==> config.mk <==
export PLATFORM = sky130hd
export DESIGN_NAME = sbfm_top
export DESIGN_NICKNAME = d
export VERILOG_FILES = /design/src/design/sbfm_pkg.sv /design/src/design/sbfm_short_phase.sv /design/src/design/sbfm_top.sv
export SDC_FILE = /design/constraint.sdc
export NUM_CORES = 1
export LEC_CHECK = 0
export BUFFER_PORTS_ARGS = -buffer_cell sky130_fd_sc_hd__buf_2
export CORE_UTILIZATION = 45
export DETAILED_ROUTE_END_ITERATION = 10
export PLACE_DENSITY = 0.74
export SKIP_CTS_REPAIR_TIMING = 1
export SLEW_MARGIN = 20
export SYNTH_ARGS = -nofsm -noshare
export SYNTH_HDL_FRONTEND = slang
export SYNTH_SLANG_ARGS = --single-unit
==> constraint.sdc <==
create_clock -name clk -period 3.2 [get_ports clk]
set_input_delay 0.64 -clock clk [delete_from_list [all_inputs] [get_ports clk]]
set_output_delay 0.64 -clock clk [all_outputs]
set_load 0.05 [all_outputs]
==> src/design/sbfm_pkg.sv <==
// Package with constants and types for the stepper bridge fault monitor
package sbfm_pkg;
  localparam int CLK_MHZ = 10;
  // Short detection delays per code, in ns; code 0 longest, code 3 shortest
  localparam int S2G_DELAY_NS0 = 3200;
  localparam int S2G_DELAY_NS1 = 1600;
  localparam int S2G_DELAY_NS2 = 1200;
  localparam int S2G_DELAY_NS3 = 800;
  localparam logic [7:0] S2G_CYC0 = 8'((S2G_DELAY_NS0 * CLK_MHZ + 999) / 1000);
  localparam logic [7:0] S2G_CYC1 = 8'((S2G_DELAY_NS1 * CLK_MHZ + 999) / 1000);
  localparam logic [7:0] S2G_CYC2 = 8'((S2G_DELAY_NS2 * CLK_MHZ + 999) / 1000);
  localparam logic [7:0] S2G_CYC3 = 8'((S2G_DELAY_NS3 * CLK_MHZ + 999) / 1000);
  localparam int TEMP_WARN_C = 100;
  localparam int TEMP_SHUT_C = 150;
  localparam logic [7:0] TEMP_WARN = 8'(TEMP_WARN_C);
  localparam logic [7:0] TEMP_SHUT = 8'(TEMP_SHUT_C);
  localparam logic [1:0] SHORT_LIMIT = 2'h3;
  localparam logic [4:0] CS_RESET = 5'h00;
  localparam logic [4:0] CUR_MIN_DIV_SHIFT = 5'h04;
  // Gate current codes that get temperature compensation, and the highest code
  localparam logic [1:0] SLP_TC_A = 2'h1;
  localparam logic [1:0] SLP_TC_B = 2'h2;
  localparam logic [1:0] SLP_MAX = 2'h3;
  // Register bus
  localparam logic [3:0] ADDR_CTRL = 4'h0;
  localparam logic [3:0] ADDR_STATUS = 4'h4;
  localparam logic [3:0] ADDR_IRQ_STAT = 4'h8;
  localparam logic [3:0] ADDR_IRQ_MASK = 4'hC;
  localparam int CTRL_EN = 0;
  localparam int CTRL_DLY = 1;
  localparam int CTRL_SLPH = 3;
  localparam int CTRL_CS = 5;
  localparam int NUM_EVT = 6;

  typedef struct packed {
    logic shortA;
    logic shortB;
    logic openA;
    logic openB;
    logic prewarn;
    logic overtemp;
  } sbfm_flags_t;

  typedef struct packed {
    logic highOnA;
    logic highOnB;
    logic nodeHighA;
    logic nodeHighB;
    logic polA;
    logic polB;
    logic chopA;
    logic chopB;
  } sbfm_bridge_t;
endpackage

==> src/design/sbfm_short_phase.sv <==
// Short-to-ground detector and short event counter for one phase
`timescale 1ns/100ps
`default_nettype none
module sbfm_short_phase import sbfm_pkg::*; (
  // Clock and reset
  input wire logic clk,
  input wire logic reset_n,
  // Control
  input wire logic enable,
  input wire logic [1:0] delaySel,
  // Bridge observation, already synchronised
  input wire logic highOn,
  input wire logic nodeHigh,
  input wire logic polChange,
  input wire logic chopEnd,
  // Results
  output logic shortPulse,
  output logic shortFlag,
  output logic [1:0] count
);
  logic [7:0] timer;
  logic armed;
  logic [1:0] cyclesShort;
  logic [7:0] limit;

  function automatic logic [7:0] delay_cycles(input logic [1:0] sel);
    case (sel)
      2'h0: delay_cycles = S2G_CYC0;
      2'h1: delay_cycles = S2G_CYC1;
      2'h2: delay_cycles = S2G_CYC2;
      default: delay_cycles = S2G_CYC3;
    endcase
  endfunction

  assign limit = delay_cycles(delaySel); // RULE6

  // Node must rise before the delay runs out during high side on time
  always_ff @(posedge clk or negedge reset_n) begin
    if (!reset_n) begin
      timer <= 8'h00;
      armed <= 1'b0;
      shortPulse <= 1'b0;
    end else begin
      shortPulse <= 1'b0;
      if (!enable || !highOn) begin
        timer <= 8'h00;
        armed <= 1'b1;
      end else if (armed && !nodeHigh) begin
        if (timer + 8'h01 >= limit) begin
          shortPulse <= 1'b1; // RULE5
          armed <= 1'b0;
        end else begin
          timer <= timer + 8'h01;
        end
      end else begin
        armed <= 1'b0;
      end
    end
  end

  // Up on short, down on polarity change, floor at zero
  always_ff @(posedge clk or negedge reset_n) begin
    if (!reset_n) begin
      count <= 2'h0;
    end else if (!enable) begin
      count <= 2'h0; // RULE15
    end else if (shortPulse && !polChange) begin
      if (count != SHORT_LIMIT) count <= count + 2'h1; // RULE2
    end else if (polChange && !shortPulse && count != 2'h0) begin
      count <= count - 2'h1; // RULE2 RULE15
    end
  end

  // Flag once shorts persist over more than one chopper cycle
  always_ff @(posedge clk or negedge reset_n) begin
    if (!reset_n) begin
      cyclesShort <= 2'h0;
      shortFlag <= 1'b0;
    end else if (!enable) begin
      cyclesShort <= 2'h0;
      shortFlag <= 1'b0; // RULE4
    end else begin
      if (shortPulse && cyclesShort != 2'h3) cyclesShort <= cyclesShort + 2'h1;
      // A clean chopper cycle breaks the run of shorts
      else if (polChange || chopEnd) cyclesShort <= 2'h0;
      if (shortPulse && cyclesShort != 2'h0) shortFlag <= 1'b1; // RULE4
    end
  end
endmodule
`default_nettype wire

==> src/design/sbfm_top.sv <==
// Top of the stepper bridge fault monitor with register port and interrupt
`timescale 1ns/100ps
`default_nettype none
// Operation
// RULE1: Short switches bridge off, ends chopper cycle
// RULE2: Short counter up per short, down per polarity
// RULE3: Counter three shuts driver until re-enable
// RULE4: Persistent short flag per phase, cleared on disable
// RULE5: Short if node low past delay
// RULE6: Delay code zero longest, three shortest
// RULE7: Open coil when no chop in polarity interval
// RULE8: No open update below sixteenth current
// RULE9: Prewarn at 100C, shutdown at 150C
// RULE10: Prewarn flag reads one while warm
// RULE11: Shutdown temperature stops driver, sets flag
// RULE12: Compensated gate codes step up when warm
// RULE13: Undervoltage resets logic, all bridges off
// RULE14: Undervoltage clears current scale to zero
// RULE15: Counter floors at zero, clears on disable
module sbfm_top import sbfm_pkg::*; (
  // Clock and reset
  input wire logic clk,
  input wire logic reset_n,
  // Register port
  input wire logic [3:0] regAddr,
  input wire logic [15:0] regWdata,
  input wire logic regWrite,
  input wire logic regRead,
  output logic [15:0] regRdata,
  output logic irq,
  // Supplies and sensors, asynchronous
  input wire logic logicUvLow,
  input wire logic driverUvLow,
  input wire logic [7:0] tempC,
  // Bridge observation, asynchronous
  input wire sbfm_bridge_t bridgeIn,
  input wire logic [4:0] coilCurA,
  input wire logic [4:0] coilCurB,
  // Driver controls
  output logic driverOn,
  output logic bridgeOffA,
  output logic bridgeOffB,
  output logic chopEndA,
  output logic chopEndB,
  output logic [1:0] highSideSlope
);
  logic [2:0] s1Uv, s2Uv, s3Uv;
  logic uvLevel;
  logic [7:0] tS1, tS2, tS3;
  logic [7:0] tempSync;
  sbfm_bridge_t bS1, bS2, bS3, bSync;
  logic [4:0] cA1, cA2, cA3, cB1, cB2, cB3, curA, curB;
  logic polAPrev, polBPrev, polChgA, polChgB;
  logic ctrlEnable;
  logic [1:0] ctrlDelay, ctrlSlope;
  logic [4:0] ctrlScale;
  logic shortPulseA, shortPulseB, shortFlagA, shortFlagB;
  logic [1:0] cntA, cntB;
  logic shortLatch;
  logic chopSeenA, chopSeenB;
  sbfm_flags_t flags;
  logic [NUM_EVT-1:0] irqStat, irqMask, evt, flagsPrev;
  logic blockReset;
  logic openCoilA, openCoilB, warmFlag, hotFlag;

  // Write strobe aimed at one register
  function automatic logic wr_hit(input logic strobe, input logic [3:0] addr,
                                  input logic [3:0] target);
    wr_hit = strobe && addr == target;
  endfunction

  // Too little current makes a missing chop meaningless
  function automatic logic cur_ok(input logic [4:0] cur, input logic [4:0] scale);
    cur_ok = cur >= (scale >> CUR_MIN_DIV_SHIFT) && cur != 5'h00;
  endfunction

  // Three-stage synchronisers; change taken once stages two and three agree
  always_ff @(posedge clk or negedge reset_n) begin
    if (!reset_n) begin
      s1Uv <= 3'h0;
      s2Uv <= 3'h0;
      s3Uv <= 3'h0;
      tS1 <= 8'h00;
      tS2 <= 8'h00;
      tS3 <= 8'h00;
      bS1 <= '0;
      bS2 <= '0;
      bS3 <= '0;
      cA1 <= 5'h00;
      cA2 <= 5'h00;
      cA3 <= 5'h00;
      cB1 <= 5'h00;
      cB2 <= 5'h00;
      cB3 <= 5'h00;
    end else begin
      s1Uv <= {logicUvLow, driverUvLow, 1'b0};
      s2Uv <= s1Uv;
      s3Uv <= s2Uv;
      tS1 <= tempC;
      tS2 <= tS1;
      tS3 <= tS2;
      bS1 <= bridgeIn;
      bS2 <= bS1;
      bS3 <= bS2;
      cA1 <= coilCurA;
      cA2 <= cA1;
      cA3 <= cA2;
      cB1 <= coilCurB;
      cB2 <= cB1;
      cB3 <= cB2;
    end
  end

  always_ff @(posedge clk or negedge reset_n) begin
    if (!reset_n) begin
      uvLevel <= 1'b0;
      tempSync <= 8'h00;
      bSync <= '0;
      curA <= 5'h00;
      curB <= 5'h00;
    end else begin
      if (s2Uv == s3Uv) uvLevel <= |s3Uv;
      if (tS2 == tS3) tempSync <= tS3;
      if (bS2 == bS3) bSync <= bS3;
      if (cA2 == cA3) curA <= cA3;
      if (cB2 == cB3) curB <= cB3;
    end
  end

  assign blockReset = uvLevel; // RULE13

  // Polarity change pulses
  always_ff @(posedge clk or negedge reset_n) begin
    if (!reset_n) begin
      polAPrev <= 1'b0;
      polBPrev <= 1'b0;
      polChgA <= 1'b0;
      polChgB <= 1'b0;
    end else begin
      polAPrev <= bSync.polA;
      polBPrev <= bSync.polB;
      polChgA <= bSync.polA ^ polAPrev;
      polChgB <= bSync.polB ^ polBPrev;
    end
  end

  // Control register; undervoltage returns it to defaults
  always_ff @(posedge clk or negedge reset_n) begin
    if (!reset_n) begin
      ctrlEnable <= 1'b0;
      ctrlDelay <= 2'h0;
      ctrlSlope <= 2'h0;
      ctrlScale <= CS_RESET;
    end else if (blockReset) begin
      ctrlEnable <= 1'b0; // RULE13
      ctrlDelay <= 2'h0;
      ctrlSlope <= 2'h0;
      ctrlScale <= CS_RESET; // RULE14
    end else if (wr_hit(regWrite, regAddr, ADDR_CTRL)) begin
      ctrlEnable <= regWdata[CTRL_EN];
      ctrlDelay <= regWdata[CTRL_DLY +: 2];
      ctrlSlope <= regWdata[CTRL_SLPH +: 2];
      ctrlScale <= regWdata[CTRL_CS +: 5];
    end
  end

  sbfm_short_phase uShortA (
    .clk(clk),
    .reset_n(reset_n),
    .enable(ctrlEnable),
    .delaySel(ctrlDelay),
    .highOn(bSync.highOnA),
    .nodeHigh(bSync.nodeHighA),
    .polChange(polChgA),
    .chopEnd(bSync.chopA),
    .shortPulse(shortPulseA),
    .shortFlag(shortFlagA),
    .count(cntA)
  );
  sbfm_short_phase uShortB (
    .clk(clk),
    .reset_n(reset_n),
    .enable(ctrlEnable),
    .delaySel(ctrlDelay),
    .highOn(bSync.highOnB),
    .nodeHigh(bSync.nodeHighB),
    .polChange(polChgB),
    .chopEnd(bSync.chopB),
    .shortPulse(shortPulseB),
    .shortFlag(shortFlagB),
    .count(cntB)
  );

  // Persistent short shutdown held until the driver is re-enabled
  always_ff @(posedge clk or negedge reset_n) begin
    if (!reset_n) shortLatch <= 1'b0;
    else if (!ctrlEnable) shortLatch <= 1'b0;
    else if (cntA == SHORT_LIMIT || cntB == SHORT_LIMIT) shortLatch <= 1'b1; // RULE3
  end

  // Open coil: watch for a chopper event inside each polarity interval
  always_ff @(posedge clk or negedge reset_n) begin
    if (!reset_n) begin
      chopSeenA <= 1'b0;
      chopSeenB <= 1'b0;
      openCoilA <= 1'b0;
      openCoilB <= 1'b0;
    end else if (blockReset) begin
      chopSeenA <= 1'b0;
      chopSeenB <= 1'b0;
      openCoilA <= 1'b0;
      openCoilB <= 1'b0;
    end else begin
      chopSeenA <= polChgA ? 1'b0 : (chopSeenA | bSync.chopA);
      chopSeenB <= polChgB ? 1'b0 : (chopSeenB | bSync.chopB);
      if (polChgA && cur_ok(curA, ctrlScale))
        openCoilA <= !chopSeenA; // RULE7 RULE8
      if (polChgB && cur_ok(curB, ctrlScale))
        openCoilB <= !chopSeenB; // RULE7 RULE8
    end
  end

  // Temperature flags; shutdown sticks until disable
  always_ff @(posedge clk or negedge reset_n) begin
    if (!reset_n) begin
      warmFlag <= 1'b0;
      hotFlag <= 1'b0;
    end else begin
      warmFlag <= tempSync >= TEMP_WARN; // RULE9 RULE10
      if (!ctrlEnable) hotFlag <= 1'b0;
      else if (tempSync >= TEMP_SHUT) hotFlag <= 1'b1; // RULE9 RULE11
    end
  end

  // One writer for the whole flag word
  always_comb begin
    flags.shortA = shortFlagA;
    flags.shortB = shortFlagB;
    flags.openA = openCoilA;
    flags.openB = openCoilB;
    flags.prewarn = warmFlag;
    flags.overtemp = hotFlag;
  end

  // Driver outputs, all from flip-flops
  always_ff @(posedge clk or negedge reset_n) begin
    if (!reset_n) begin
      driverOn <= 1'b0;
      bridgeOffA <= 1'b1;
      bridgeOffB <= 1'b1;
      chopEndA <= 1'b0;
      chopEndB <= 1'b0;
    end else begin
      driverOn <= ctrlEnable && !blockReset && !shortLatch && !flags.overtemp; // RULE3 RULE11
      bridgeOffA <= blockReset || !ctrlEnable || shortLatch || flags.overtemp
                    || shortPulseA; // RULE1 RULE13
      bridgeOffB <= blockReset || !ctrlEnable || shortLatch || flags.overtemp
                    || shortPulseB; // RULE1 RULE13
      chopEndA <= shortPulseA; // RULE1
      chopEndB <= shortPulseB; // RULE1
    end
  end

  // Gate current with temperature compensation on the two marked codes
  always_ff @(posedge clk or negedge reset_n) begin
    if (!reset_n) highSideSlope <= 2'h0;
    else if (flags.prewarn && (ctrlSlope == SLP_TC_A || ctrlSlope == SLP_TC_B)
             && ctrlSlope != SLP_MAX)
      highSideSlope <= ctrlSlope + 2'h1; // RULE12
    else highSideSlope <= ctrlSlope;
  end

  // Interrupts on rising flags; set wins over write-one-to-clear
  assign evt = flags & ~flagsPrev;
  always_ff @(posedge clk or negedge reset_n) begin
    if (!reset_n) begin
      flagsPrev <= '0;
      irqStat <= '0;
      irqMask <= '0;
      irq <= 1'b0;
    end else begin
      flagsPrev <= flags;
      if (wr_hit(regWrite, regAddr, ADDR_IRQ_STAT))
        irqStat <= (irqStat & ~regWdata[NUM_EVT-1:0]) | evt;
      else
        irqStat <= irqStat | evt;
      if (wr_hit(regWrite, regAddr, ADDR_IRQ_MASK)) irqMask <= regWdata[NUM_EVT-1:0];
      irq <= |(irqStat & irqMask);
    end
  end

  // Read port, data in the cycle after the strobe only
  always_ff @(posedge clk or negedge reset_n) begin
    if (!reset_n) regRdata <= 16'h0000;
    else if (regRead) begin
      case (regAddr)
        ADDR_CTRL: regRdata <= {6'h00, ctrlScale, ctrlSlope, ctrlDelay, ctrlEnable}; // RULE14
        ADDR_STATUS: regRdata <= {4'h0, driverOn, shortLatch, cntB, cntA, flags};
        ADDR_IRQ_STAT: regRdata <= {10'h000, irqStat};
        ADDR_IRQ_MASK: regRdata <= {10'h000, irqMask};
        default: regRdata <= 16'h0000;
      endcase
    end else regRdata <= 16'h0000;
  end
endmodule
`default_nettype wire

[Word-level counts from Yosys, hierarchy flattened]
Cells that the tools add are included.
Cells by class
  equality and inequality tests: 33
  muxes and demuxes: 61
  reductions and logical operators: 68
  $add $sub $neg: 9
  bitwise gates (word level): 11
  $lt $le $gt $ge: 6
Operator list (number)
  8-bit 2-to-1 mux: 6
  12-bit case mux with 4 select lines: 1
  2-bit 2-to-1 mux: 19
  1-bit 2-to-1 mux: 30
  1-bit logical AND: 24
  6-bit AND: 3
  6-bit case mux with 3 select lines: 1
  2-bit nonzero test: 9
  8-bit by 1-bit adder with 8-bit output (second input constant): 2
  8-bit == test: 2
  8-bit by 6-bit >= comparator with 1-bit output: 2
  1-bit logical NOT: 14
  12-bit 2-to-1 mux: 1
  2-bit by 1-bit inequality test with 1-bit output (second input constant): 6
  3-bit by 1-bit inequality test with 1-bit output (second input constant): 4
  6-bit NOT: 2
  6-bit OR: 2
  1-bit logical OR: 11
  2-bit by 1-bit adder with 2-bit output (second input constant): 5
  5-bit == test: 2
  5-bit by 1-bit >= comparator with 1-bit output: 2
  5-bit 2-to-1 mux: 2
  2-bit inequality test (second input constant): 5
  5-bit nonzero test: 2
  18 further kinds: 31
Storage, ports and cells
  logic and storage cells: 274
  output and inout port bits: 24
  input port bits: 52
  register bits after elaboration: 200

[Depth between registers and ports, before layout]
Gate-level depths: netlist of the first run.
  word-level depth: 6
  mapped depth: 12
  mapped depth without buffers: 10

[Modules after synthesis]
Synthesis of the first run repeated with hierarchy kept, for this count alone.
Second synthesis, totals
  cell total of the unflattened synthesis: 571
  area total of the unflattened synthesis: 7683.6 µm²
By module, submodules not included
  sbfm_top: cells an instance 377, area an instance 5796.8 µm², sequential area each 4231.6 µm², instances 1
  sbfm_short_phase: cells an instance 97, area an instance 943.4 µm², sequential area each 375.4 µm², instances 2

[Least setup slack after synthesis of the first run]
No wires, ideal clock.
  kind: reg-to-reg
  start point: register uShortB.timer[2]
  end point: register uShortB.timer[3]
  period minus slack after synthesis: 2.434 ns
  library setup time: 0.079 ns
  path buffers: 2
  data arrival time: 2.355 ns
  required time: 3.121 ns
  path slack: 0.766 ns
  cell stages (with the launch flop): 13
  path through: dfrtp_1 > buf_6 > nand3_1 > inv_1 > nand3_1 > xnor2_1 > ha_1 > and3_1 > a221oi_2 > o2111ai_1 > buf_2 > or3_1 > a21oi_1
Between the ends
  word-level cells in the longest chain between the ends: 4
  elaborated cells between the ends (all ways): 7
  classes of those cells: add/sub: 1; order compare: 1; eq/ne: 1; mux: 3; reduce/logical: 1
RTL lines
  start: declaration: line sbfm_short_phase.sv:21  | logic [7:0] timer;
  start signal: assignment: line sbfm_short_phase.sv:53  | timer <= timer + 8'h01;
  8-bit by 1-bit adder with 8-bit output (*): line sbfm_short_phase.sv:49, sbfm_short_phase.sv:53
  8-bit by 6-bit >= comparator with 1-bit output or 8-bit 2-to-1 mux (tied branches): line sbfm_short_phase.sv:49  | if (timer + 8'h01 >= limit) begin
  2-bit by 1-bit inequality test with 1-bit output (no line) or 8-bit 2-to-1 mux (tied branches)
  2-bit AND reduction (no line) or 8-bit 2-to-1 mux (tied branches)
Every way passes the cells marked *; elsewhere a longest branch is shown, timed or not. The select of a mux whose other input is x is not followed.
A chain may end at the register's enable or synchronous reset.

[Worst setup path after layout of the first run]
  start point: register uShortB.timer[2]
  end point: register uShortB.timer[4]
Same word-level chain as after synthesis.

==> flow_metrics.env, run 1 <==
export IMPL_h_tree_depth=4
export IMPL_antenna_cells=0
export IMPL_routedWlPerCell_um=15.0
export IMPL_synth_top_area_share_pct=65.1
export IMPL_dr_pass1_iters=4
export IMPL_p_per_area_nw_per_um2=628
export IMPL_period_needed_ns=2.91
export IMPL_combPwrFrac_pct=8.3
export IMPL_insertion_delay_ns=0.43
export IMPL_gp_congestion=0.799
export IMPL_max_cap_violations=0
export IMPL_ys_async_sr_fraction_pct=100
export IMPL_clkPwrFrac_pct=39.8
export IMPL_synth_seq_area_share_pct=65.8
export IMPL_ff2ff_path_depth=10
export IMPL_ff2ff_setup_slack_ns=0.29
export IMPL_std_cell_rows=47
export IMPL_grt_pass1_vias=4660
export IMPL_overflow=0
export IMPL_syn_area_um2=7580
export IMPL_power_leakage_nw=4.16
export IMPL_drive_gt1_share_pct=23.1
export IMPL_die_w_um=132
export IMPL_dp_hpwl_um=9130
export IMPL_min_period_over_period_pct=90.9
export IMPL_cp_start_kind="flop"
export IMPL_ys_types=54
export IMPL_synth_area_leaders="dfrtp_1 (65%), mux2_2 (4.8%), xor2_1 (3.1%), ha_1 (2.8%), mux2i_1 (2.5%)"
export IMPL_nets=705
export IMPL_finalPower_w=0.00553
export IMPL_worst_ir_drop_vdd_mv=0.411
export IMPL_area_delta_synth_final_pct=16.3
export IMPL_rsz0062_at_grt="false"
export IMPL_fp_dieH_um=132
export IMPL_fmax_mhz=344
export IMPL_grt_pass1_wl_um=22600
export IMPL_cts_root_buf="clkbuf_16"
export IMPL_synth_top_cells_by_count="dfrtp_1 (197), mux2_2 (32), nor2_1 (32)"
export IMPL_ys_ff_latch=199
export IMPL_synth_area_per_cell_um2=13.6
export IMPL_vias=4437
export IMPL_avgViaCountPerCell=5.11
export IMPL_fin_tns_setup_ns=0
export IMPL_multi_input_area_um2=2460
export IMPL_io_pins=76
export IMPL_power_internal_w=0.00419
export IMPL_synth_edf_count=0
export IMPL_start_util_pct=45.8
export IMPL_hold_violations=0
export IMPL_pwr_share_seq_pct=51.9
export IMPL_yosysTopAreaCell="dfrtp_1"
export IMPL_clock_path_buffers=2
export IMPL_syn_inst=558
export IMPL_grtUsageTotal_pct=16.5
export IMPL_die_area_um2=17400
export IMPL_cp_end_kind="flop"
export IMPL_port_buffers=65
export IMPL_status="finished, final reports clean"
export IMPL_startpoint="uShortB.timer[2]"
export IMPL_finalWirelength_um=13100
export IMPL_grt_max_degree=77
export IMPL_detail_route_antenna_nets=0
export IMPL_skew_ns=0.00556
export IMPL_yosysWarningCount=0
export IMPL_min_path_type="in2async"
export IMPL_relSlewSlack_pct=44.2
export IMPL_whs_ns=0.214
export IMPL_nFillCells=1350
export IMPL_core_um2=16500
export IMPL_worst_slew_pin_slew_ns=0.825
export IMPL_seqCellArea_um2=4980
export IMPL_clk_pin_slew_ns=0.07
export IMPL_cts_sink_count=199
export IMPL_slew_viol_final=0
export IMPL_cts_tree="done"
export IMPL_crit_arrival_ns=3.26
export IMPL_yosysMostFrequentCell="dfrtp_1"
export IMPL_cts_made_buffers=17
export IMPL_ys_flop_type="dfrtp_1"
export IMPL_p_switching_w=0.00134
export IMPL_critical_path_class="reg2reg"
export IMPL_crit_fanout=11
export IMPL_swShare_pct=24.3
export IMPL_setup_viol=0
export IMPL_drtIter0Drc=201
export IMPL_reg2reg_from="uShortB.timer[2]"
export IMPL_antenna_found_initial=0
export IMPL_cp_required_ns=3.55
export IMPL_drc=0
-- cells by family (layout without fill, tap and decap cells) --
logic type      count (synthesis)  after routing  synth area share, %
flops                         199            199                 65.8
simple gates                  142            142                 9.58
compound gates                 65             65                 6.03
mux                            57             57                 9.05
xor+xnor                       39             39                 4.51
buf+inv                        38            126                 2.21
fa+ha+maj                      17             17                 2.81
other cells                     1              4               0.0495
-- registers in the layout, summed over array words and instances, names as in the netlist, 6 cells and up --
name           count
tS3                8
bS2                8
bS1                8
regRdata          12
tempSync           7
uShortB.timer      8
irqStat            6
uShortA.timer      8
irqMask            6
bS3                8
tS2                8
flagsPrev          6
tS1                8
bSync              8
-- power groups by stage --
stage / logic (W) / clock network [W] / registers, W
after floorplan: 0.000288 / 0 / 0.00290
after global placement: 0.000442 / 0 / 0.00290
after detailed placement: 0.000464 / 0 / 0.00292
after CTS: 0.000467 / 0.00225 / 0.00287
after global routing: 0.000515 / 0.00236 / 0.00290
final: 0.000461 / 0.00220 / 0.00287
-- per-layer routing --
metal	track usage, %	wire [µm]
met5	0	0
met1	20.8	5750
met3	3.92	476
met2	27.5	6600
met4	6.72	240
-- layout make-up --
type	count	area share, %
repair buffers	71	4.44
inverters	23	0.980
multi-input cells	324	27.9
clock inverters	15	2.19
flip-flops and latches	199	56.5
well taps	220	3.12
clock buffers	17	4.83
-- worst paths after layout --
check                                        end
worst min-delay path                      bS1[6]
worst min register to register            bS2[6]
max in group asynchronous               bSync[4]
worst max-delay path            uShortB.timer[4]
min in group clk                          cB1[4]
worst max register to register  uShortB.timer[4]
-- through the flow --
stage | setup WS [ns] | utilization [%] | instances | instance area [µm²]
after global placement | 0.375 | 49.5 | 837 | 8180
after CTS | 0.131 | 53.2 | 869 | 8800
after floorplan | 0.766 | - | 561 | 7590
after global routing | 0.130 | 53.3 | 869 | 8810
final | 0.290 | 53.3 | 869 | 8810
after detailed placement | 0.179 | 49.5 | 837 | 8180
-- cells in the final DEF (no fill, tap or decap), types with 15 or more instances in the layout --
master and n:
a21oi_1 16, and3_1 15, buf_2 64, clkbuf_16 17, dfrtp_1 197, ha_1 17, inv_1 23, mux2_2 32
mux2i_1 19, nand2_1 26, nor2_1 32, nor2b_1 15, xor2_1 27
-- worst max-delay path, cell delays in order, from the launching register on --
cell and delay, ns:
dfrtp_1 0.50, nand3_1 0.21, inv_1 0.09, nand3_1 0.13
xnor2_1 0.16, ha_1 0.33, and3_1 0.21, a221oi_2 0.41
o2111ai_4 0.27, or3_1 0.37, a21oi_1 0.15
Note: power is estimated with default switching activity, not from simulation.
==> run 2: changes to the inputs <==
CORE_UTILIZATION = 40   (was 45)
PLACE_DENSITY = 0.68   (was 0.74)
SYNTH_HIERARCHICAL = 1   (was default)
==> run 2 against run 1 <==
  * Final area is 0.85% higher
  * Clock power hardly changed
  * Worst hold slack better by 0.015 ns
  * Fmax up 8.2%
  * Total power fell by 0.78%
  * Synthesized cell count up 2.3%
  * Critical path type unchanged
==> flow_metrics.env, run 2 <==
export IMPL_synth_seq_area_share_pct=64.8
export IMPL_synth_area_leaders="dfrtp_1 (64%), mux2_2 (4.4%), xor2_1 (3.2%), ha_1 (2.8%), a21oi_1 (1.9%)"
export IMPL_finalWirelength_um=13400
export IMPL_synth_area_per_cell_um2=13.5
export IMPL_synth_top_area_share_pct=64.2
export IMPL_ff2ff_setup_slack_ns=0.51
export IMPL_syn_area_um2=7680
export IMPL_insertion_delay_ns=0.43
export IMPL_critical_path_class="reg2reg"
export IMPL_dp_hpwl_um=9400
export IMPL_grt_max_degree=76
export IMPL_use_met3_pct=4.11
export IMPL_reg2reg_from="uShortB/timer[0]"
export IMPL_largest_reg_flops=12
export IMPL_vias=4570
export IMPL_syn_inst=571
export IMPL_antenna_cells=0
export IMPL_drive_gt1_share_pct=22.7
export IMPL_fmax_mhz=372
export IMPL_critPathCapture="uShortB/timer[3]"
export IMPL_cp_required_ns=3.56
export IMPL_met1_usage_pct=20.0
export IMPL_dr_pass1_iters=4
export IMPL_gp_congestion=0.797
export IMPL_pre_cts_ws_ns=0.560
export IMPL_core_um2=18800
export IMPL_cts_sink_count=199
export IMPL_period_needed_ns=2.69
export IMPL_max_cap_violations=0
export IMPL_fin_tns_setup_ns=0
export IMPL_cp_end_kind="flop"
export IMPL_h_tree_depth=4
export IMPL_synth_edf_count=0
export IMPL_setup_viol=0
export IMPL_cts_made_buffers=17
export IMPL_grt_pass1_wl_um=23100
export IMPL_ys_ff_latch=199
export IMPL_clk_pin_slew_ns=0.07
export IMPL_nFillCells=1657
export IMPL_ys_async_sr_fraction_pct=100
export IMPL_synth_top_cells_by_count="dfrtp_1 (197), mux2_2 (30), a21oi_1 (29)"
export IMPL_start_util_pct=40.9
export IMPL_hold_violations=0
export IMPL_worst_ir_drop_vdd_mv=0.382
export IMPL_fin_ws_ns=0.511
export IMPL_antenna_found_initial=0
export IMPL_final_cell_mix="dfrtp_1 (197), buf_2 (64), mux2_2 (30)"
export IMPL_area_delta_synth_final_pct=15.7
export IMPL_yosysTopAreaCell="dfrtp_1"
export IMPL_avgViaCountPerCell=5.11
export IMPL_ff2ff_path_depth=9
export IMPL_use_met2_pct=24.0
export IMPL_largest_register="regRdata"
export IMPL_ys_flop_type="dfrtp_1"
export IMPL_grtUsageTotal_pct=15.1
export IMPL_min_path_type="in2async"
export IMPL_drc=0
export IMPL_overflow=0
export IMPL_nets=716
export IMPL_yosysWarningCount=6
export IMPL_yosysMostFrequentCell="dfrtp_1"
export IMPL_std_cell_rows=50
export IMPL_grt_busiest_layer="met2"
export IMPL_worst_slew_pin_slew_ns=0.864
export IMPL_cts_root_buf="clkbuf_16"
export IMPL_skew_ns=0.00932
export IMPL_die_w_um=141
export IMPL_detail_route_antenna_nets=0
export IMPL_crit_arrival_ns=3.05
export IMPL_min_period_over_period_pct=84.0
export IMPL_fp_dieH_um=141
export IMPL_rsz0062_at_grt="false"
export IMPL_startpoint="uShortB/timer[0]"
export IMPL_grt_pass1_vias=4642
export IMPL_routedWlPerCell_um=15.0
export IMPL_final_common_cell="dfrtp_1"
export IMPL_r2r_end="uShortB/timer[3]"
export IMPL_power_leakage_nw=4.09
export IMPL_drtIter0Drc=284
export IMPL_io_pins=76
export IMPL_status="finished, final reports clean"
export IMPL_die_area_um2=19800
export IMPL_cp_start_kind="flop"
export IMPL_ys_types=51
export IMPL_crit_fanout=11
export IMPL_clock_path_buffers=2
export IMPL_slew_viol_final=0
export IMPL_port_buffers=65
export IMPL_cts_tree="done"
export IMPL_p_per_area_nw_per_um2=618
export IMPL_relSlewSlack_pct=41.6
## run 2: cell count changes after synthesis, sizes merged, moves of 4 or more
cell    delta
or4        +6
o31ai      +7
and4       +4
mux4       -6
nand3b     +4
nor2b      +7
nor2      -13
and3      -11
a22oi      +8
mux2       +4
a22o      +10
mux2i      -9
a21oi     +13
## run 2: cell type report
type / count / area, µm² / share of cell area (%)
clock buffers: 20 / 457 / 5.14
clock inverters: 12 / 165 / 1.86
inverters: 20 / 75.1 / 0.845
multi-input cells: 340 / 2540 / 28.6
flip-flops and latches: 199 / 4980 / 56.1
well taps: 234 / 293 / 3.29
repair buffers: 69 / 377 / 4.24
## run 2: critical path, cell delays in order (launching register included)
cell and delay (ns):
dfrtp_1 0.40, ha_1 0.27, nand3_2 0.16, xnor2_1 0.16
ha_1 0.31, a21o_1 0.16, a21oi_1 0.21, nand3b_1 0.29
or4_1 0.48, a21oi_1 0.16
## run 2: layer usage
metal / wire [µm] / vias up
met3: 728 / 10
met4: 130 / 0
met2: 6480 / 121
met5: 0 / -
met1: 6090 / 2277
li1: - / 2162
## run 2: where the power goes
group          total [W]  internal, W  leakage (nW)  switching [W]
combinational   0.000420     0.000187          1.28       0.000233
clock            0.00222      0.00129         0.300       0.000932
sequential       0.00285      0.00271          2.51       0.000145
## run 2: logic make-up (layout without fill, tap and decap cells)
family                   count (synthesis)  after routing  share of synthesized area (%)
flip-flops                             199            199                           64.8
AND/OR/NAND/NOR                        142            142                           11.0
AO/OA/AOI/OAI                           94             94                           8.29
multiplexers                            46             46                           6.58
XOR/XNOR                                37             37                           4.22
buffers and inverters                   35            121                           2.25
adder cells (fa/ha/maj)                 17             17                           2.77
other                                    1              4                         0.0488
## run 2: worst min path at each step
stage | startpoint | to | slack, ns | cells past startpoint
floorplan | bS1[0] | bS2[0] | 0.33 | 0
global placement | tS1[6] | tS2[6] | 0.33 | 0
detailed placement | bS1[4] | bS2[4] | 0.33 | 0
CTS | reset_n | bS3[7] | 0.24 | 1
global route | reset_n | bSync[4] | 0.26 | 1
finish | reset_n | bS3[4] | 0.23 | 1
## run 2: per-stage QoR
stage | hold WS (ns) | utilization [%] | cells | power [W] | cell area, µm²
floorplan | 0.331 | - | 574 | 0.00314 | 7690
global placement | 0.333 | 44.0 | 862 | 0.00329 | 8270
detailed placement | 0.335 | 44.0 | 862 | 0.00333 | 8270
CTS | 0.237 | 47.4 | 894 | 0.00556 | 8890
global route | 0.261 | 47.4 | 894 | 0.00574 | 8890
finish | 0.229 | 47.4 | 894 | 0.00549 | 8890
==> run 3: changes to the inputs <==
clock period = 2.6 ns   (was 3.2 ns; I/O delays follow)
==> run 3 against run 2 <==
  * Sequential power up 23%
  * Fmax up 5.3%
  * Utilization increased by 0.35 points
  * Global-route usage down 0.084 points
  * Combinational power increased by 26%
  * Largest power group unchanged
  * Worst hold slack worse by 0.20 ns
  * Register-to-register slack worse by 0.47 ns
  * Final cell count up 0.22%
  * Clock power rose by 24%
  * Critical endpoint is now uShortB/timer[4]
  * Sequential share of layout area decreased by 0.40 points
  * Die area unchanged
  * Total power grew 24%
==> flow_metrics.env, run 3 (synthesized netlist as in run 2, its figures left out) <==
export IMPL_detail_route_antenna_nets=0
export IMPL_swShare_pct=25.6
export IMPL_fin_tns_setup_ns=0
export IMPL_min_period_over_period_pct=98.3
export IMPL_antenna_cells=0
export IMPL_cp_start_kind="flop"
export IMPL_cp_required_ns=2.96
export IMPL_pwr_share_seq_pct=51.7
export IMPL_combPwrFrac_pct=7.8
export IMPL_largest_register="regRdata"
export IMPL_io_pins=76
export IMPL_worst_slew_pin_slew_ns=0.727
export IMPL_p_switching_w=0.00174
export IMPL_clk_pin_slew_ns=0.08
export IMPL_nFillCells=1673
export IMPL_slew_viol_final=0
export IMPL_period_needed_ns=2.55
export IMPL_antenna_found_initial=0
export IMPL_routedWlPerCell_um=15.1
export IMPL_std_cell_rows=50
export IMPL_p_per_area_nw_per_um2=759
export IMPL_drive_gt1_share_pct=23.7
export IMPL_h_tree_depth=4
export IMPL_insertion_delay_ns=0.44
export IMPL_cts_sink_count=199
export IMPL_clkPwrFrac_pct=40.5
export IMPL_crit_fanout=10
export IMPL_final_common_cell="dfrtp_1"
export IMPL_fp_dieH_um=141
export IMPL_critical_path_class="reg2reg"
export IMPL_grt_max_degree=80
export IMPL_die_area_um2=19800
export IMPL_drc=0
export IMPL_area_delta_synth_final_pct=16.5
export IMPL_place_inst=861
export IMPL_cts_made_buffers=17
export IMPL_seqCellArea_um2=4980
export IMPL_crit_arrival_ns=2.91
export IMPL_fin_cells=896
export IMPL_skew_ns=0.0125
export IMPL_port_buffers=65
export IMPL_power_internal_w=0.00505
export IMPL_relSlewSlack_pct=51.5
export IMPL_worst_ir_drop_vdd_mv=0.451
export IMPL_ff2ff_setup_slack_ns=0.05
export IMPL_gp_congestion=0.819
export IMPL_avgViaCountPerCell=5.13
export IMPL_nets=718
export IMPL_cts_tree="done"
export IMPL_cp_end_kind="flop"
export IMPL_min_path_type="in2async"
export IMPL_finalWirelength_um=13600
export IMPL_fmax_mhz=391
export IMPL_dr_pass1_iters=4
export IMPL_startpoint="uShortB/timer[1]"
export IMPL_cts_root_buf="clkbuf_16"
export IMPL_grtUsageTotal_pct=15.0
export IMPL_status="finished, final reports clean"
export IMPL_multi_input_area_um2=2570
export IMPL_hold_violations=0
export IMPL_reg2reg_from="uShortB/timer[1]"
export IMPL_setup_viol=0
export IMPL_drtIter0Drc=198
export IMPL_die_w_um=141
export IMPL_power_leakage_nw=4.10
export IMPL_overflow=0
export IMPL_start_util_pct=40.9
export IMPL_max_cap_violations=0
export IMPL_clock_path_buffers=2
export IMPL_final_cell_mix="dfrtp_1 (196), buf_2 (64), mux2_2 (30)"
export IMPL_grt_pass1_vias=4649
export IMPL_largest_reg_flops=12
export IMPL_dp_hpwl_um=9420
export IMPL_grt_pass1_wl_um=23100
export IMPL_core_um2=18800
export IMPL_vias=4593
run 3: power groups by stage:
stage                     clock network, W  registers [W]  logic (W)
after global routing               0.00294        0.00355   0.000593
after CTS                          0.00281        0.00351   0.000527
after global placement                   0        0.00356   0.000498
final                              0.00275        0.00351   0.000529
after detailed placement                 0        0.00357   0.000523
after floorplan                          0        0.00354   0.000332
run 3: path summary, 6_finish.rpt:
kind	endpoint	cells past startpoint
max	uShortB/timer[4]	10
min	bS1[6]	1
max reg2reg	uShortB/timer[4]	10
min reg2reg	tS2[4]	0
max in group asynchronous	curA[3]	2
min in group clk	cB1[1]	1
run 3: cell type report:
| class | count | area share [%] |
|---|---|---|
| Sequential cell | 199 | 55.7 |
| Multi-Input combinational cell | 340 | 28.7 |
| Tap cell | 234 | 3.27 |
| Timing Repair Buffer | 71 | 4.51 |
| Clock inverter | 15 | 2.28 |
| Inverter | 20 | 0.838 |
| Clock buffer | 17 | 4.75 |
run 3: metal layers:
| metal | wire length [µm] | track usage [%] |
|---|---|---|
| met3 | 683 | 4.11 |
| met4 | 272 | 6.35 |
| met1 | 6350 | 20.3 |
| met5 | 0 | 0 |
| met2 | 6250 | 22.8 |
run 3: through the flow:
stage	power, W	setup WS [ns]	instance area (µm²)	hold slack (ns)	utilization, %
after detailed placement	0.00410	-0.0778	8270	0.335	44.1
after global routing	0.00708	-0.0483	8950	0.0542	47.7
after global placement	0.00406	0.102	8270	0.334	44.1
after CTS	0.00685	-0.105	8900	0.0412	47.4
final	0.00679	0.0454	8950	0.0257	47.7
after floorplan	0.00387	0.265	7690	0.224	-
run 3: critical path: stages (launching register included):
cell and delay, ns:
dfrtp_1 0.45, ha_4 0.19, nand3_2 0.13, xnor2_1 0.18, ha_1 0.31, a21o_1 0.16
a21oi_1 0.18, nand3b_1 0.11, buf_4 0.18, or4_1 0.41, a21oi_1 0.17
